**src/rtl/rwc_regs.svh**
```systemverilog
/*
 * Register map, field thresholds and reset values of the receive word
 * check and status block.
 * Assumes an APB bus with 32-bit data and byte addresses.
 */
//
// Function
// - status register is read-only: queue flags, mode bits, word error flags.
// - status returns to reset at power-up and reset; a queue clear write resets all but the mode bits.
// - bit 8 sets on sequence or control bit error per mode; sticky.
// - bit 7 is 1 when queue full; also drives processor interrupt.
// - bit 6 is 1 above 32 words, 0 at 32 or fewer.
// - half-full bit is 0 above 4096 words, 1 below.
// - mode bits 2..1: 10 frequency, 00 gradient, 01 receiver unit, 11 reserved.
// - every word gets parity checked; failure sets sticky bit 0.
// - receive path takes words at the far end's documented word rates.
// - each word classed empty or valid; valid stored, empty rejected.
// - each word checked for its expected sequence position; violation sets bit 8.
// - erroneous words still get written into the queue.
// - read-only version register: slot 15..12, revision 11..8, sub-revision 7..0.
// - slot field codes slots 1..9; plug-in board default 1011.
// - revision field marks fitted memory: 0000, 0001, 0010.
// - sub-revision field is a fixed engineering code, base all zeros.
// - any write to queue clear address clears count, flags and parity error.
// - status mode bits follow the mode written to the control register.
`ifndef RWC_REGS_SVH
`define RWC_REGS_SVH

// ==========================================================
// addresses
`define RWC_ADDR_FIFO_CLEAR 32'h0600_0004
`define RWC_ADDR_STATUS 32'h0600_0008
`define RWC_ADDR_CONTROL 32'h0600_000C
`define RWC_ADDR_VERSION 32'h6000_0038
`define RWC_ADDR_IRQ_STATUS 32'h0600_0040
`define RWC_ADDR_IRQ_CLEAR 32'h0600_0044
`define RWC_ADDR_IRQ_ENABLE 32'h0600_0048

// ==========================================================
// fields and values
`define RWC_MODE_GRAD 2'h0
`define RWC_MODE_RXU 2'h1
`define RWC_MODE_FREQ 2'h2
`define RWC_MODE_RESET 2'h2
`define RWC_ABOVE_WORDS 32
`define RWC_HALF_WORDS 4096
`define RWC_IRQ_WORD_SEQUENCE_ERROR 0
`define RWC_IRQ_INPUT_PARITY_ERROR 1
`define RWC_IRQ_FULL 2

`endif

```
**src/rtl/rwc_pkg.sv**
```systemverilog
/*
 * Types of the receive word check and status block.
 * Assumes nothing beyond the register header.
 */
package rwc_pkg;

   typedef struct packed {
      logic [6:0] unused;
      logic word_sequence_error;
      logic queue_input_ready;
      logic queue_above_threshold;
      logic queue_output_empty;
      logic queue_near_empty_n;
      logic queue_half_full;
      logic [1:0] mode;
      logic input_parity_error;
   } rwc_status_t;

   typedef struct packed {
      logic [3:0] slot;
      logic [3:0] revision;
      logic [7:0] sub_revision;
   } rwc_version_t;

   typedef struct packed {
      logic [47:0] data;
      logic parity;
   } rwc_link_word_t;

endpackage : rwc_pkg

```
**src/rtl/rwc_top.sv**
```systemverilog
/*
 * Receive word check and status block: samples the parallel link, classes
 * and checks each word, writes accepted words towards the queue, tracks the
 * queue fill and presents status, version and interrupt registers on APB.
 * Assumes the link clock is far slower than clk and the queue reader pulses
 * queue_read on clk.
 */
// Chosen here: the APB register port.
`timescale 1ns/10ps
`default_nettype none
`include "rwc_regs.svh"

module rwc_top
   import rwc_pkg::*;
#(
   parameter int DEPTH = 8192,
   parameter logic [3:0] SLOT = 4'hB,
   parameter logic [3:0] REVISION = 4'h0,
   parameter logic [7:0] SUB_REVISION = 8'h00
) (
   input wire logic clk, // 10 MHz
   input wire logic rst_n, // async, active low
   input wire logic psel, // apb select
   input wire logic penable, // apb access phase
   input wire logic pwrite, // apb direction
   input wire logic [31:0] paddr, // apb byte address
   input wire logic [31:0] pwdata, // apb write data
   output logic [31:0] prdata, // apb read data
   output logic pready, // apb ready
   output logic pslverr, // apb error on unmapped address
   input wire logic link_clk, // link clock pin
   input wire rwc_link_word_t link_word, // link word and parity pins
   input wire logic queue_read, // reader took one word
   output logic queue_write, // one-cycle store strobe
   output rwc_link_word_t queue_data, // word to store
   output logic processor_external_interrupt, // queue full
   output logic irq // enabled event pending
);

   localparam int CW = $clog2(DEPTH + 1);

   // ==========================================================
   // apb decode
   logic setup;
   logic wr_en;
   logic mapped;
   logic fifo_clear;
   logic [31:0] rdata_d;
   logic [31:0] prdata_q;
   logic pslverr_q;
   // state read by the decoder is declared ahead of it
   logic [1:0] mode_q;
   logic [2:0] irq_sts_q;
   logic [2:0] irq_en_q;
   rwc_status_t status;
   rwc_version_t version;

   always_comb begin
      mapped = 1'b1;
      rdata_d = 32'h0000_0000;
      case (paddr)
         `RWC_ADDR_FIFO_CLEAR: rdata_d = 32'h0000_0000;
         `RWC_ADDR_STATUS: rdata_d = {16'h0000, status};
         `RWC_ADDR_CONTROL: rdata_d = {30'h0000_0000, mode_q};
         `RWC_ADDR_VERSION: rdata_d = {16'h0000, version};
         `RWC_ADDR_IRQ_STATUS: rdata_d = {29'h0000_0000, irq_sts_q};
         `RWC_ADDR_IRQ_CLEAR: rdata_d = 32'h0000_0000;
         `RWC_ADDR_IRQ_ENABLE: rdata_d = {29'h0000_0000, irq_en_q};
         default: mapped = 1'b0;
      endcase
   end

   assign setup = psel & ~penable;
   assign wr_en = psel & penable & pwrite & mapped;
   assign fifo_clear = wr_en & (paddr == `RWC_ADDR_FIFO_CLEAR);
   assign pready = 1'b1;
   assign prdata = prdata_q;
   assign pslverr = pslverr_q;

   // read data settles in the setup cycle, so zero-wait access is safe
   always_ff @(posedge clk or negedge rst_n) begin
      if (!rst_n) begin
         prdata_q <= 32'h0000_0000;
         pslverr_q <= 1'b0;
      end else if (setup) begin
         prdata_q <= pwrite ? 32'h0000_0000 : rdata_d;
         pslverr_q <= ~mapped;
      end
   end

   // ==========================================================
   // control register

   always_ff @(posedge clk or negedge rst_n) begin
      if (!rst_n) begin
         mode_q <= `RWC_MODE_RESET;
      end else if (wr_en && paddr == `RWC_ADDR_CONTROL) begin
         mode_q <= pwdata[1:0];
      end
   end

   // ==========================================================
   // link sampling
   // the link clock is slow, so its edges are found on clk; data is
   // stable around the rising edge, hence a plain two-stage bus sync
   logic [2:0] lclk_q;
   rwc_link_word_t lw_s1_q;
   rwc_link_word_t lw_s2_q;
   logic word_stb;

   always_ff @(posedge clk or negedge rst_n) begin
      if (!rst_n) begin
         lclk_q <= 3'h0;
      end else begin
         lclk_q <= {lclk_q[1:0], link_clk};
      end
   end

   always_ff @(posedge clk or negedge rst_n) begin
      if (!rst_n) begin
         lw_s1_q <= '0;
         lw_s2_q <= '0;
      end else begin
         lw_s1_q <= link_word;
         lw_s2_q <= lw_s1_q;
      end
   end

   // one word per rising link clock edge, for link clocks far slower than clk
   assign word_stb = lclk_q[1] & ~lclk_q[2];

   // ==========================================================
   // word classification
   logic [1:0] ident;
   logic accept;
   logic seq_err;
   logic par_bad;
   logic prev_a_q;

   assign ident = lw_s2_q.data[47:46];
   assign par_bad = ~(^lw_s2_q); // odd parity over word and parity bit

   always_comb begin
      accept = 1'b0;
      seq_err = 1'b0;
      case (mode_q)
         `RWC_MODE_FREQ: begin
            // bit 47 low is an opening word, high a follower
            if (!ident[1]) begin
               accept = 1'b1;
               seq_err = prev_a_q;
            end else begin
               accept = prev_a_q;
            end
         end
         `RWC_MODE_GRAD, `RWC_MODE_RXU: begin
            accept = (ident != 2'h3);
            seq_err = (ident == 2'h0);
         end
         default: begin
            accept = 1'b0;
            seq_err = 1'b0;
         end
      endcase
   end

   // follower is only legal right after an opening word
   always_ff @(posedge clk or negedge rst_n) begin
      if (!rst_n) begin
         prev_a_q <= 1'b0;
      end else if (fifo_clear) begin
         prev_a_q <= 1'b0;
      end else if (word_stb) begin
         prev_a_q <= (mode_q == `RWC_MODE_FREQ) & ~ident[1];
      end
   end

   // ==========================================================
   // sticky error flags
   logic word_sequence_error_q;
   logic input_parity_error_q;

   // a new error in the clear cycle wins over the clear
   always_ff @(posedge clk or negedge rst_n) begin
      if (!rst_n) begin
         word_sequence_error_q <= 1'b0;
      end else if (word_stb && seq_err) begin
         word_sequence_error_q <= 1'b1;
      end else if (fifo_clear) begin
         word_sequence_error_q <= 1'b0;
      end
   end

   always_ff @(posedge clk or negedge rst_n) begin
      if (!rst_n) begin
         input_parity_error_q <= 1'b0;
      end else if (word_stb && par_bad) begin
         input_parity_error_q <= 1'b1;
      end else if (fifo_clear) begin
         input_parity_error_q <= 1'b0;
      end
   end

   // ==========================================================
   // store path and fill count
   logic [CW-1:0] count_q;
   logic full;
   logic wr_go;
   logic rd_go;
   logic queue_write_q;
   rwc_link_word_t queue_data_q;

   assign full = (count_q == CW'(DEPTH));
   // words that arrive while full are lost; the full flag tells software
   assign wr_go = word_stb & accept & ~full;
   assign rd_go = queue_read & (count_q != '0);
   assign queue_write = queue_write_q;
   assign queue_data = queue_data_q;

   always_ff @(posedge clk or negedge rst_n) begin
      if (!rst_n) begin
         queue_write_q <= 1'b0;
         queue_data_q <= '0;
      end else begin
         queue_write_q <= wr_go & ~fifo_clear;
         if (wr_go) begin
            queue_data_q <= lw_s2_q;
         end
      end
   end

   always_ff @(posedge clk or negedge rst_n) begin
      if (!rst_n) begin
         count_q <= '0;
      end else if (fifo_clear) begin
         count_q <= '0;
      end else if (wr_go && !rd_go) begin
         count_q <= count_q + CW'(1);
      end else if (rd_go && !wr_go) begin
         count_q <= count_q - CW'(1);
      end
   end

   // ==========================================================
   // status and version
   // fill is widened so the fixed 32 and 4096 word thresholds still compare
   // correctly when DEPTH is too small to hold them in count_q
   logic [31:0] fill;

   assign fill = 32'(count_q);

   always_comb begin
      status = '0;
      status.word_sequence_error = word_sequence_error_q;
      status.queue_input_ready = full;
      status.queue_above_threshold = (fill > 32'(`RWC_ABOVE_WORDS));
      status.queue_output_empty = (count_q == '0);
      status.queue_near_empty_n = (fill > 32'(`RWC_ABOVE_WORDS));
      status.queue_half_full = (fill < 32'(`RWC_HALF_WORDS));
      status.mode = mode_q;
      status.input_parity_error = input_parity_error_q;
   end

   always_comb begin
      version.slot = SLOT;
      version.revision = REVISION;
      version.sub_revision = SUB_REVISION;
   end

   assign processor_external_interrupt = full;

   // ==========================================================
   // interrupts
   logic [2:0] irq_evt;
   logic [2:0] irq_clr;

   always_comb begin
      irq_evt = 3'h0;
      irq_evt[`RWC_IRQ_WORD_SEQUENCE_ERROR] = word_stb & seq_err;
      irq_evt[`RWC_IRQ_INPUT_PARITY_ERROR] = word_stb & par_bad;
      irq_evt[`RWC_IRQ_FULL] = wr_go & (count_q == CW'(DEPTH - 1)) & ~rd_go;
   end

   assign irq_clr = (wr_en && paddr == `RWC_ADDR_IRQ_CLEAR) ? pwdata[2:0] : 3'h0;

   genvar gi;
   generate
      for (gi = 0; gi < 3; gi++) begin : g_irq
         // set wins over a clear in the same cycle
         always_ff @(posedge clk or negedge rst_n) begin
            if (!rst_n) begin
               irq_sts_q[gi] <= 1'b0;
            end else if (irq_evt[gi]) begin
               irq_sts_q[gi] <= 1'b1;
            end else if (irq_clr[gi]) begin
               irq_sts_q[gi] <= 1'b0;
            end
         end
      end
   endgenerate

   always_ff @(posedge clk or negedge rst_n) begin
      if (!rst_n) begin
         irq_en_q <= 3'h0;
      end else if (wr_en && paddr == `RWC_ADDR_IRQ_ENABLE) begin
         irq_en_q <= pwdata[2:0];
      end
   end

   assign irq = |(irq_sts_q & irq_en_q);
endmodule : rwc_top
`default_nettype wire

```
**config.mk**
```make
export PLATFORM = sky130hd
export DESIGN_NAME = rwc_top
export DESIGN_NICKNAME = d
export VERILOG_FILES = /design/src/rtl/rwc_pkg.sv /design/src/rtl/rwc_top.sv
export VERILOG_INCLUDE_DIRS = /design/src /design/src/rtl
export SDC_FILE = /design/constraint.sdc
export NUM_CORES = 1
export LEC_CHECK = 0
export BUFFER_PORTS_ARGS = -buffer_cell sky130_fd_sc_hd__buf_2
export CORE_ASPECT_RATIO = 0.8
export CORE_MARGIN = 1
export CORE_UTILIZATION = 30
export DETAILED_ROUTE_END_ITERATION = 10
export PLACE_DENSITY = 0.49
export SLEW_MARGIN = 20
export SYNTH_ARGS = -nofsm -noshare
export SYNTH_HDL_FRONTEND = slang
export SYNTH_SLANG_ARGS = --single-unit
```
**constraint.sdc**
```tcl
create_clock -name clk -period 4.25 [get_ports clk]
set_clock_uncertainty 0.15 [all_clocks]
set_input_delay 0.2125 -clock clk [delete_from_list [all_inputs] [get_ports clk]]
set_output_delay 0.2125 -clock clk [all_outputs]
set_load 0.005 [all_outputs]
```
==> results of run 1 <==
## worst max-delay path, delay by kind of cell (launching register included)
kind	cells	cell delay, ns
and+or+nand+nor	6	1.24
AOI/OAI and AO/OA	5	1.13
DFF	1	0.43
adders and majority gates	1	0.36
xor gates and xnor gates	1	0.17
muxes	1	0.15
## power groups by stage
stage | Sequential (mW) | Clock [mW] | Combinational (mW)
after floorplan | 2.15 | 0 | 0.822
after global placement | 2.19 | 0 | 1.12
after detailed placement | 2.20 | 0 | 1.14
after CTS | 2.16 | 1.61 | 1.19
after global routing | 2.20 | 1.68 | 1.33
final | 2.16 | 1.54 | 1.18
## cell families after synthesis
group,count (synthesis)
fa+ha+maj,15
xor+xnor,59
simple gates,105
buf+inv,49
flops,186
mux,66
compound gates,65
other cells,2
## how the worst max path moves through the flow
stage                                       from                 endpoint  slack, ns  depth (start not counted)
after global routing      count_q[8]$_DFFE_PN0P_  count_q[10]$_DFFE_PN0P_       0.01                         14
after CTS                 count_q[8]$_DFFE_PN0P_  count_q[13]$_DFFE_PN0P_       0.44                         14
after detailed placement  count_q[8]$_DFFE_PN0P_  count_q[13]$_DFFE_PN0P_       0.47                         14
final                     count_q[8]$_DFFE_PN0P_  count_q[13]$_DFFE_PN0P_       0.50                         14
after global placement    count_q[8]$_DFFE_PN0P_  count_q[13]$_DFFE_PN0P_       0.45                         14
after floorplan           count_q[8]$_DFFE_PN0P_  count_q[13]$_DFFE_PN0P_       0.72                         15
## per-layer routing
| metal | vias up | routed length, um | track usage (%) |
|---|---|---|---|
| li1 | 2266 | - | - |
| met1 | 2307 | 6938 | 16.96 |
| met2 | 147 | 6972 | 20.02 |
| met3 | 17 | 1004 | 3.793 |
| met4 | 0 | 158 | 4.265 |
| met5 | - | 0 | 0 |
## final cells by class
type                    instances  area share (%)
repair buffers                215           14.55
well taps                     312           4.093
clock buffers                  17           4.460
flip-flops and latches        186           48.81
multi-input cells             331           26.01
inverters                      11          0.4329
clock inverters                15           1.640
## flip-flops by register name (all words and copies together), names as in the netlist, 3 cells and up
register	cells
count_q	14
irq_en_q	3
irq_sts_q	3
lclk_q	3
lw_s1_q	49
lw_s2_q	47
prdata	9
queue_data	49
## placed cells by master (no fill, tap or decap), types with 14 or more instances in the layout
master,instances
sky130_fd_sc_hd__mux2_2,55
sky130_fd_sc_hd__clkbuf_16,17
sky130_fd_sc_hd__buf_2,154
sky130_fd_sc_hd__dfrtp_1,185
sky130_fd_sc_hd__nor2_1,31
sky130_fd_sc_hd__ha_1,14
sky130_fd_sc_hd__dlygate4sd3_1,56
sky130_fd_sc_hd__nand2_1,29
sky130_fd_sc_hd__conb_1,21
sky130_fd_sc_hd__xnor2_1,50
sky130_fd_sc_hd__o21ai_0,15
## metrics by stage
step	power, mW	setup slack, ns
2_1_floorplan	2.970	0.7175
3_3_place_gp	3.303	0.4525
3_5_place_dp	3.338	0.4689
4_1_cts	4.961	0.4368
5_1_grt	5.213	0.01107
6_report	4.878	0.4995
## what timing repair did
item,4_1_cts,5_1_grt
setup buffers,0,0
endpoints found under the hold margin,171,0
resized for setup,0,1
setup endpoints to repair,0,1
hold buffers,56,0
==> results, run 1 <==
- The run finished with clean final reports.
- Per report_power, the combinational group accounts for between 20% and 30% of the total.
- The filler cell count in the final layout is 2,245.
- The cell count after synthesis is 547.
- CTS built an H-tree with a depth of 4.
- The total power density per cell area is 511.4 nW/um^2.
- The area used by sequential logic in the layout is 4656 um^2.
- The cell type contributing the most total cell area after synthesis is sky130_fd_sc_hd__dfrtp_1.
- The share of total power in the clock network is 31.5%.
- Yosys mapped a number of flops with a built-in enable equal to 0.
- The synthesis warning total is 0.
- For this configuration, the core starts out at a cell density of roughly 31%.
- TritonCTS created 17 clock buffers.
- The final critical path takes up a little under 90% of the cycle.
- The critical-path maximum fanout is 8.
- The flop-to-flop setup slack is 0.50 ns.
- The average wire per cell in the routed design is 13.87 um.
- The post-synthesis sequential area ratio is 63.36%.
- In this run the most critical hold path is launched from paddr[26].
- Summing all placed instances gives a cell area of 8391 um^2.
- The final core area utilization is 40.23%.
- In the post-synthesis netlist, the cell with the most instances is sky130_fd_sc_hd__dfrtp_1.
- Using the TritonRoute via totals, the vias-per-cell ratio works out to 4.358.
- The required arrival time at the worst endpoint is 4.41 ns.
- For this run, asynchronously set or reset flops after synthesis account for 100.0%.
- For this run, the number of standard cells in the final layout without fillers is between 1,000 and 1,500.
- The post-CTS clock slew at the launch and capture registers of the worst setup and hold paths is 0.07 ns.
- CTS placed an instance of sky130_fd_sc_hd__clkbuf_16 at the clock tree root.
- The number of global-route vias before repair is 4,922.
- The multi-input combinational cells in the finished layout cover a total of 2481 um^2.
- The die is between 100 and 150 um tall.
- The area share of xor/xnor cells in the synthesized design is 7.032%.
- The setup TNS after final layout is 0 ns.
- The first global-routing pass estimated 24,980 um of wire.
- The share of cells above drive strength 1 is between 30% and 40%.
- The sequential share of power is 44.3%.
- The TritonCTS clock tree is done.
- Of the total synthesized cell area, the portion taken by full adders, half adders and majority gates is 2.656%.
- The DRC violation count after routing is 0.
- In this run the power spent charging and discharging nets is ~1.5 mW.
- Measured in cells, the most critical reg-to-reg path has a length of 14.
- Setup violations remaining at the end of the flow were counted as 0.
- Ranked by total cell area, the synthesized netlist is headed by sky130_fd_sc_hd__dfrtp_1, sky130_fd_sc_hd__mux2_2, sky130_fd_sc_hd__xnor2_1.
- The signed area change from the synthesized netlist to the final layout is 29.80%.
- The number of detailed-route iterations in the first pass is 4.
- Wires add up to roughly 15,000 um.
- Buffers placed on the I/O ports in this run total roughly 160.
- Summed over all layers, the global routing overflow is 0.
- Hold is met by ~0.05 ns.
- Measured against its own limit, the worst slew margin works out to 38.91%.
- The maximum number of pins on one net before global-route repair is around 110.
- The number of antenna violations at the first check in global routing is 0.
- Detailed routing inserted a total of 4,737 vias.
- The finished cells cover 9538 um^2.
- The cell with the largest stage delay on the worst path is sky130_fd_sc_hd__dfrtp_1.
- The final layout net count is 897.
- The floorplan has 50 rows.
- Once detailed placement completed, the half-perimeter wirelength came to 10,540 um.
- The number of antenna diodes in the final layout is 0.
- After synthesis, the netlist uses 49 different library cells.
- The last weighted congestion value of the routability-driven placer is 0.7717.
- In this run the count of I/O pins placed on the die edge is 206.
- The critical path goes through nor4_1 > nand2_1 > nor3_2 > nand2b_1 > nand2b_1 > ha_1 > a21o_1 > a21oi_1 > o31ai_2 > o22ai_1 > o41ai_1 > xor2_1 > nand2_1 > mux2i_1.
- The worst setup path is captured at a register.
- The pin slew with the least headroom to its limit is between 0.9 and 1 ns.
- From left edge to right edge, the die measures about 180 um.
- For this run, the top clock speed supported by timing is between 200 and 300 MHz.
- Along the worst hold path, the cell count comes to 4.
- The starting DRC count in detailed routing is 186.
- The synthesized design contains between 150 and 200 register bits.
- The detail route stage leaves a number of antenna-violating nets equal to 0.
- By count the netlist is led by sky130_fd_sc_hd__dfrtp_1, sky130_fd_sc_hd__mux2_2, sky130_fd_sc_hd__xnor2_1.
- Data arrives at the worst endpoint at 3.91 ns.
- The area fraction of the dominant cell type after synthesis is 63.00%.
- The floorplan step defined a die boundary enclosing 25,130 um^2.
- The clock passes through at most 2 buffers.
- The worst path needs 3.751 ns of the cycle, external delays included.
- The path with the worst hold slack has its endpoint at prdata[13]$_DFFE_PN0P_.
- In this run the critical register-to-register path is launched from count_q[8]$_DFFE_PN0P_.
- The main combinational cell family by area after synthesis is multiplexers.
- The number of max-cap violations is 0.
- The number of sinks on the clock net is 186.
- The cell count after placement is 999.
- The endpoint identified for the worst register-to-register timing path is count_q[13]$_DFFE_PN0P_.
- The synthesized-area fraction occupied by and/or/nand/nor cells is about 7%.
- The average instance in the mapped netlist occupies 13.43 um^2.
- The mux cell area share after synthesis is 9.927%.
- For this run, the slowest stage of the critical path takes roughly 0.43 ns.
- The maximum VDD drop is 203.3 uV.
- The switching share of power is 30.97%.
- The classification of the worst-slack hold path is in2reg.
- The source-to-sink clock delay at the later pin of the worst-skew pair is 0.43 ns.
- The category of the critical setup timing path is reg2reg.
- For this design the static power due to leakage is 4.360 nW.
- The complex-gate fraction of the synthesized area is 5.874%.
- The worst setup path is launched from a register.
- The core box area is 23,710 um^2.
- The cell-internal power is ~3.4 mW.
- The final number of hold-violating endpoints is 0.
- For this run, the total global-route usage over all layers was measured as 12.82%.
- The total standard cell area after synthesis is 7348 um^2.
- Setup repair after global routing left no endpoint under its margin.
- In the synthesized netlist the dominant register cell turns out to be sky130_fd_sc_hd__dfrtp_1.
- The number of slew-limit violations in the final report came to 0.
No activity file was read; power rests on OpenSTA's default activity.
==> run 2: changes to the inputs <==
--- a/config.mk
+++ b/config.mk
@@ -6,12 +6,14 @@
 export SDC_FILE = /design/constraint.sdc
 export NUM_CORES = 1
 export LEC_CHECK = 0
+export ABC_AREA = 1
 export BUFFER_PORTS_ARGS = -buffer_cell sky130_fd_sc_hd__buf_2
 export CORE_ASPECT_RATIO = 0.8
 export CORE_MARGIN = 1
 export CORE_UTILIZATION = 30
 export DETAILED_ROUTE_END_ITERATION = 10
-export PLACE_DENSITY = 0.49
+export GPL_TIMING_DRIVEN = 0
+export PLACE_DENSITY = 0.48
 export SLEW_MARGIN = 20
 export SYNTH_ARGS = -nofsm -noshare
 export SYNTH_HDL_FRONTEND = slang
==> run 2 against run 1 <==
Core utilization is 0.33 points lower. Worst setup slack better by 0.58 ns. Combinational power is 17% lower.
==> results, run 2 <==
- The cell type contributing the most total cell area after synthesis is sky130_fd_sc_hd__dfrtp_1.
- From left edge to right edge, the die measures 188.1 um.
- In the final design database the tool counted 1,347 nets.
- just over 200 I/O pins were placed.
- After filler insertion, the fill cell instance count of the layout stands at between 2,000 and 3,000.
- The remaining antenna violation count is 0.
- The final core area utilization is 39.90%.
- The classification of the worst-slack hold path is in2reg.
- The number of enable-type register cells in the synthesized netlist is 0.
- The global-route wire length before repair is 31,460 um.
- The cell at the root of the clock tree is sky130_fd_sc_hd__clkbuf_16.
- Dividing the detail-routed wire length by the instance count gives around 12 um.
- Headroom to the max-slew limit came out at 63.86%.
- The number of distinct standard cells referenced by the synthesized netlist is 44.
- The area used by sequential logic in the layout is approximately 4700 um^2.
- The launch point of the worst hold path is psel.
- The pin slew with the least headroom to its limit is 0.5401 ns.
- The share of cells above drive strength 1 is 20.73%.
- In this run the critical register-to-register path is launched from count_q[11]$_DFFE_PN0P_.
- STA classifies the critical path startpoint as a register.
- The worst hold path passes through 5 cells.
- The leading register cell type out of synthesis is sky130_fd_sc_hd__dfrtp_1.
- The H-tree was split into 4 levels.
- The final number of hold-violating endpoints was 0.
- After detailed routing, the total wire length is 19,300 um.
- The first detailed-routing pass took 4 iterations.
- The smallest clock period supported by the final layout is computed as ~3.2 ns.
- The clock passes through at most 2 buffers.
- The number of sinks on the clock net is roughly 190.
- The signed area change from the synthesized netlist to the final layout is 30.65%.
- The run finished with clean final reports.
- The post-CTS clock slew at the launch and capture registers of the worst setup and hold paths is 0.08 ns.
- For this run, the register share of the synthesized area comes to 56.00%.
- The total power after layout is 4.584 mW.
- Setup violations remaining at the end of the flow were counted as 0.
- The flop-to-flop setup slack is 1.08 ns.
- For this run, design rule violations remaining after detail routing come to 0.
- The Yosys step of the flow raised 0 warnings.
- Of all flip-flops after synthesis, the portion carrying an async set or reset was 100.0%.
- The tool flagged a number of max-cap violations equal to 0.
- At the worst endpoint, the required time is about 4.4 ns.
- The starting DRC count in detailed routing is 371.
- The depth of the worst register-to-register path is 17.
- The number of buffers created by CTS is 17.
- The data arrival time of the critical path is 3.35 ns.
- The total standard cell area after synthesis is 8314 um^2.
- The cell count after synthesis is 960.
- The area fraction of the dominant cell type after synthesis is 55.68%.
- The most common cell in the synthesized netlist is sky130_fd_sc_hd__nand2_1.
- The floorplan step defined a core boundary enclosing 27,230 um^2.
- The source-to-sink clock delay at the later pin of the worst-skew pair is 0.44 ns.
- The count of buffers added on input and output ports is 155.
- For hold timing, the worst endpoint is prdata[0]$_DFFE_PN0P_.
- The number of antenna violations at the first check in global routing is 1.
- The category of the critical setup timing path is reg2reg.
- The endpoint identified for the worst register-to-register timing path is count_q[12]$_DFFE_PN0P_.
- Across the VDD grid, the largest voltage drop is 264.6 uV.
- The leading cell type in the layout, fill and taps excluded is sky130_fd_sc_hd__nand2_1.
- The total overflow left after global routing is 0.
- The library cells used most frequently in the layout, excluding fill and tap cells, are sky130_fd_sc_hd__nand2_1, sky130_fd_sc_hd__dfrtp_1, sky130_fd_sc_hd__buf_2.
- The leakage power of the design is ~5.9 nW.
- The number of slew-limit violations in the final report is 0.
- Once the floorplan was initialized, standard cells occupied between 30% and 40% of the core.
- The half-perimeter wire length of the detailed placement result is 14,220 um.
- The number of global-route vias before repair is a little over 6,000.
- Dividing the synthesized area by the synthesized cell count gives around 8.7 um^2.
- The multi-input combinational cell area is 3113 um^2.
- The worst setup path is captured at a register.
- The die is 150.9 um tall.
- The fmax is 315.1 MHz.
- The count of vias placed by the detailed router is 6,632.
- The floorplan has 54 rows.
- Dividing the final minimum period by the clock period gives approximately three quarters.
- The maximum number of pins on one net before global-route repair is 84.
- In this run the worst path has a maximum fanout of 18.
- After synthesis, the most frequently instantiated cells are sky130_fd_sc_hd__nand2_1, sky130_fd_sc_hd__dfrtp_1, sky130_fd_sc_hd__inv_1.
- The overall routing resource usage is 14.26%.
- Setup repair after global routing left no endpoint under its margin.
- The total of flip-flops plus latches after synthesis is 186.
- The total power density per cell area is 422.0 nW/um^2.
- The die footprint is 28,390 um^2.
- The last weighted congestion value of the routability-driven placer is 0.8633.
- Yosys attributes the largest share of cell area to sky130_fd_sc_hd__dfrtp_1, sky130_fd_sc_hd__nand2_1, sky130_fd_sc_hd__inv_1.
- The mean number of vias per cell is 4.171.
- The TritonCTS clock tree is done.
run 2: changes by cell type after synthesis, moves of 6 or more:
cell                       previous run  this run
sky130_fd_sc_hd__nand2_1             29       390
sky130_fd_sc_hd__inv_1               11        91
sky130_fd_sc_hd__mux2_2              55         3
sky130_fd_sc_hd__nand3_1              8        46
sky130_fd_sc_hd__xnor2_1             50        12
sky130_fd_sc_hd__o21ai_0             15        44
sky130_fd_sc_hd__nor2_1              31        44
sky130_fd_sc_hd__mux2i_1             11         0
sky130_fd_sc_hd__a21o_1              10         1
sky130_fd_sc_hd__nand2b_1             9         0
sky130_fd_sc_hd__buf_2                9         2
sky130_fd_sc_hd__nor2_2               0         7
sky130_fd_sc_hd__nand4_1              3         9
sky130_fd_sc_hd__nor3_1               5        11
run 2: repair_timing:
item	CTS	global route
hold buffers	57	0
endpoints found under the hold margin	246	0
endpoints found under the setup margin	0	0
gates resized for setup	0	0
buffers inserted	0	0
run 2: metal layers:
metal | track usage [%] | share of wire (%)
met1 | 20.16 | 51
met2 | 21.25 | 44
met3 | 3.475 | 4.9
met4 | 4.919 | 0.80
met5 | 0 | 0
run 2: power breakdown:
| part | switching (mW) | internal, mW | leakage (nW) |
|---|---|---|---|
| logic | 0.562 | 0.416 | 3.26 |
| clock network | 0.771 | 0.844 | 0.290 |
| registers | 0.110 | 1.88 | 2.31 |
| total | 1.44 | 3.14 | 5.86 |
run 2: how the worst max path moves through the flow:
| stage | from | end | depth (start not counted) |
|---|---|---|---|
| finish | count_q[11]$_DFFE_PN0P_ | count_q[12]$_DFFE_PN0P_ | 17 |
| CTS | mode_q[1]$_DFFE_PN1P_ | count_q[12]$_DFFE_PN0P_ | 18 |
| floorplan | count_q[0]$_DFFE_PN0P_ | count_q[12]$_DFFE_PN0P_ | 17 |
| detailed placement | mode_q[1]$_DFFE_PN1P_ | count_q[12]$_DFFE_PN0P_ | 18 |
| global route | mode_q[1]$_DFFE_PN1P_ | count_q[12]$_DFFE_PN0P_ | 18 |
| global placement | rst_n | lw_s1_q[42]$_DFF_PN0_ | 1 |
run 2: worst max-delay path, stage by stage, from the launching register on:
cell and delay (ns):
sky130_fd_sc_hd__dfrtp_1 0.43, sky130_fd_sc_hd__nor2_1 0.13, sky130_fd_sc_hd__nand2_1 0.09, sky130_fd_sc_hd__nor2_2 0.17, sky130_fd_sc_hd__nand4_1 0.25, sky130_fd_sc_hd__nand2_2 0.21
sky130_fd_sc_hd__nand2_8 0.14, sky130_fd_sc_hd__ha_1 0.40, sky130_fd_sc_hd__nand3_1 0.10, sky130_fd_sc_hd__nand2_1 0.11, sky130_fd_sc_hd__nand2_1 0.06, sky130_fd_sc_hd__nand2_1 0.09
sky130_fd_sc_hd__nand2_1 0.07, sky130_fd_sc_hd__nand2_1 0.14, sky130_fd_sc_hd__a21boi_0 0.13, sky130_fd_sc_hd__or2_2 0.30, sky130_fd_sc_hd__nand3_2 0.06, sky130_fd_sc_hd__nand2_1 0.04
run 2: kinds of logic after synthesis:
group / synth area share (%)
AND/OR/NAND/NOR: 26.77
flip-flops: 56.00
buffers and inverters: 7.419
AO/OA/AOI/OAI: 4.966
XOR/XNOR: 2.002
adder cells (fa/ha/maj): 2.348
multiplexers: 0.4063
other: 0.09033
run 2: cell type report:
cell class	instances	area share [%]
clock inverter	15	1.682
sequential	186	42.86
timing repair buffer	214	12.99
clock buffer	17	3.916
multi-input combinational	660	28.66
inverter	98	3.478
tap	364	4.193
buffer	35	2.200
antenna	1	0.02304
run 2: per-stage QoR:
| stage | area, um^2 | setup slack [ns] | TNS, ns | hold WS, ns | cells |
|---|---|---|---|---|---|
| 5_1_grt | 10860 | 0.7683 | 0 | 0.04049 | 1589 |
| 2_1_floorplan | 8386 | 1.550 | 0 | -0.2331 | 979 |
| 6_report | 10860 | 1.077 | 0 | 0.03780 | 1590 |
| 3_5_place_dp | 9682 | 1.071 | 0 | -0.0003260 | 1500 |
| 4_1_cts | 10860 | 1.050 | 0 | 0.006236 | 1589 |
| 3_3_place_gp | 9617 | -0.3871 | -68.70 | 0.1698 | 1498 |
==> run 3: changes to the inputs <==
--- a/config.mk
+++ b/config.mk
@@ -6,14 +6,14 @@
 export SDC_FILE = /design/constraint.sdc
 export NUM_CORES = 1
 export LEC_CHECK = 0
-export ABC_AREA = 1
+export ABC_AREA = 0
 export BUFFER_PORTS_ARGS = -buffer_cell sky130_fd_sc_hd__buf_2
 export CORE_ASPECT_RATIO = 0.8
 export CORE_MARGIN = 1
 export CORE_UTILIZATION = 30
 export DETAILED_ROUTE_END_ITERATION = 10
 export GPL_TIMING_DRIVEN = 0
-export PLACE_DENSITY = 0.48
+export PLACE_DENSITY = 0.49
 export SLEW_MARGIN = 20
 export SYNTH_ARGS = -nofsm -noshare
 export SYNTH_HDL_FRONTEND = slang
==> constraint.sdc (replaced) <==
create_clock -name clk -period 3.31 [get_ports clk]
set_clock_uncertainty 0.15 [all_clocks]
set_input_delay 0.1655 -clock clk [delete_from_list [all_inputs] [get_ports clk]]
set_output_delay 0.1655 -clock clk [all_outputs]
set_load 0.005 [all_outputs]
==> run 3 against run 2 <==
Register-to-register slack got worse by 0.99 ns. Final area fell by 6.9%. Core utilization rose by 2.8 points. Clock-buffer cell count rose by 1. First-iteration DRC count fell by 38%. Via count fell by 25%. Largest cell class unchanged. Largest power group unchanged. Global-route usage fell by 0.72 points. Critical path depth fell by 2. Fmax fell by 1.7%. Sequential cell count did not move. Hold slack improved by 0.0094 ns. Sequential share of layout area rose by 3.2 points.
==> results, run 3 (same netlist as run 1, synthesis figures left out) <==
- The fmax is 309.8 MHz.
- Clock-pin slew was measured on the worst setup and hold paths at 0.07 ns.
- The overall die height is 142.0 um.
- Dividing total power by cell area gives a power density of around 660 nW/um^2.
- The final critical-path setup slack is 0.08216 ns.
- Data on the critical path arrives at its endpoint at about 3.4 ns.
- Across every metal layer, demand over resource in global routing totals 13.55%.
- The HPWL after detailed placement is 11,270 um.
- The total congestion overflow is 0.
- The port buffer count is 152.
- The total placed instance area is 8616 um^2.
- In this run the clock root is driven by a sky130_fd_sc_hd__clkbuf_16.
- The count of vias placed by the detailed router is 4,973.
- The remaining antenna violation count is 0.
- The hold slack is 0.04717 ns.
- The classification of the worst-slack hold path is in2reg.
- The number of slew-limit violations in the final report is 0.
- The flop-to-flop setup slack is 0.08 ns.
- The total number of H-tree levels is 4.
- The setup TNS after final layout is 0 ns.
- The final number of hold-violating endpoints is 0.
- Routability-driven placement finished with a final weighted congestion of 0.8257.
- At the end of the flow, the number of nets in the layout was 947.
- TritonCTS created 17 clock buffers.
- The count of boundary I/O pins is 206.
- In this run the standard cell core region covers between 20,000 and 25,000 um^2.
- In this run the tightest slew margin relative to its limit is 59.59%.
- The leading cell type in the layout, fill and taps excluded is sky130_fd_sc_hd__dfrtp_1.
- The die covers 25,130 um^2.
- The required arrival time at the worst endpoint is 3.47 ns.
- The area of all placed cells without fillers is around 10,000 um^2.
- The number of sinks on the clock net is 186.
- For this run, the number of standard cells in the final layout without fillers is approximately 1,100.
- The count of inserted antenna diode cells is 0.
- Dividing the detail-routed via count by the number of cells gives 4.374.
- The category of the critical setup timing path is reg2reg.
- The starting utilization of the core area is 30.99%.
- In this run the static leakage power is 4.649 nW.
- After detailed placement, the design holds a cell count of 1,031.
- After detailed routing, the total wire length is 16,300 um.
- The site row count is 50.
- TritonCTS built the clock tree.
- The x dimension of the die is between 150 and 200 um.
- The endpoint class of the critical path is a register.
- The tool flagged a number of max-cap violations equal to 0.
- The share of the clock period used by the worst path is 97.52%.
- Entering global routing, the biggest net connects 109 pins.
- The final core area utilization is a little over two fifths.
- Fill cells in the final layout number 2,220.
- The average wire per cell in the routed design is ~14 um.
- The area growth from synthesis to layout is 37.68%.
- The number of antenna violations at the first check in global routing is 0.
- For this run, the detailed router's first-pass iteration total came to 4.
- The pre-CTS setup slack is -0.6709 ns.
- The post-route netlist has 38.67% of its cells at a drive strength greater than 1.
- The time the worst path needs with I/O delays and setup is between 3 and 4 ns.
- In the routed design, unresolved DRC markers number 0.
- In this run the deepest clock path goes through 2 buffers.
- The count of endpoints failing setup in the final report is 0.
- The maximum VDD drop is 419.6 uV.
- Leaving out fill and tap cells, the most frequent cells in the layout are sky130_fd_sc_hd__dfrtp_1, sky130_fd_sc_hd__buf_2, sky130_fd_sc_hd__dlygate4sd3_1.
- Summing internal, switching and leakage power gives 6.648 mW.
- The critical-path maximum fanout is 7.
- The source-to-sink clock delay at the later pin of the worst-skew pair is 0.43 ns.
- The flow ran to the end, and the final reports show no timing, DRC or antenna violations.
- Setup repair after global routing could not meet its margin everywhere.
- The global-route wire length before repair is 26,100 um.
- The starting DRC count in detailed routing is 231.
- The number of global-route vias before repair is 5,091.
- The pin slew with the least headroom to its limit is 0.6061 ns.
- The worst setup path is launched from a register.
[run 3: cell count changes in the layout (fill, tap and decap cells not counted), sizes merged, moves of 9 or more]
| cell | previous run | this run |
|---|---|---|
| mux2 | 3 | 55 |
| inv | 101 | 17 |
| a21o | 1 | 10 |
| mux2i | 0 | 11 |
| o21ai | 49 | 15 |
| nand3 | 52 | 8 |
| nand2 | 397 | 29 |
| nor2 | 52 | 31 |
| xnor2 | 12 | 50 |
| nand2b | 0 | 9 |
| buf | 187 | 203 |
[run 3: final timing paths]
| path | from | end | cells past startpoint |
|---|---|---|---|
| worst min register to register | lclk_q[0]$_DFF_PN0_ | lclk_q[1]$_DFF_PN0_ | 0 |
| worst min-delay path | penable | pslverr$_DFFE_PN0P_ | 3 |
| worst max register to register | mode_q[1]$_DFFE_PN1P_ | count_q[13]$_DFFE_PN0P_ | 15 |
| worst max-delay path | mode_q[1]$_DFFE_PN1P_ | count_q[13]$_DFFE_PN0P_ | 15 |
| min in group asynchronous | rst_n | pslverr$_DFFE_PN0P_ | 2 |
| max in group asynchronous | rst_n | queue_data[0]$_DFFE_PN0P_ | 3 |
[run 3: cell type report]
class | instances | area [um^2] | area share [%]
multi-input combinational | 331 | 2656 | 26.26
inverter | 11 | 41.29 | 0.4081
timing repair buffer | 227 | 1506 | 14.89
tap | 312 | 390.4 | 3.859
buffer | 38 | 254.0 | 2.511
clock inverter | 14 | 172.7 | 1.707
clock buffer | 18 | 439.2 | 4.341
sequential | 186 | 4657 | 46.03
[run 3: critical path, cell delays in order, from the launching register on]
cell and delay, ns:
sky130_fd_sc_hd__dfstp_2 0.55, sky130_fd_sc_hd__inv_1 0.07, sky130_fd_sc_hd__a31oi_2 0.14, sky130_fd_sc_hd__o21ai_2 0.11
sky130_fd_sc_hd__a21o_1 0.18, sky130_fd_sc_hd__buf_6 0.12, sky130_fd_sc_hd__nand2b_4 0.17, sky130_fd_sc_hd__ha_1 0.28
sky130_fd_sc_hd__a21o_1 0.13, sky130_fd_sc_hd__a21oi_2 0.10, sky130_fd_sc_hd__o31ai_4 0.34, sky130_fd_sc_hd__o22ai_4 0.13
sky130_fd_sc_hd__o41ai_2 0.26, sky130_fd_sc_hd__xor2_1 0.17, sky130_fd_sc_hd__nand2_1 0.08, sky130_fd_sc_hd__mux2i_1 0.14
[run 3: report_power, final]
part / leakage, nW / internal [mW] / switching, mW
clock: 0.296 / 1.04 / 0.999
sequential: 2.19 / 2.55 / 0.240
combinational: 2.16 / 0.948 / 0.870
total: 4.65 / 4.54 / 2.11
[run 3: layer usage]
| metal | part of all wire [%] | wire [um] | global-route usage [%] |
|---|---|---|---|
| met5 | 0 | 0 | 0 |
| met4 | 0.60 | 98 | 3.221 |
| met3 | 6.4 | 1044 | 4.487 |
| met2 | 48 | 7839 | 22.27 |
| met1 | 45 | 7319 | 17.21 |
[run 3: timing repair]
action                                 4_1_cts  5_1_grt
buffers inserted                            11        5
setup endpoints to repair                    9        8
pin swaps                                    4        0
resized for setup                           17       20
hold buffers                                58        0
endpoints found under the hold margin      139        0
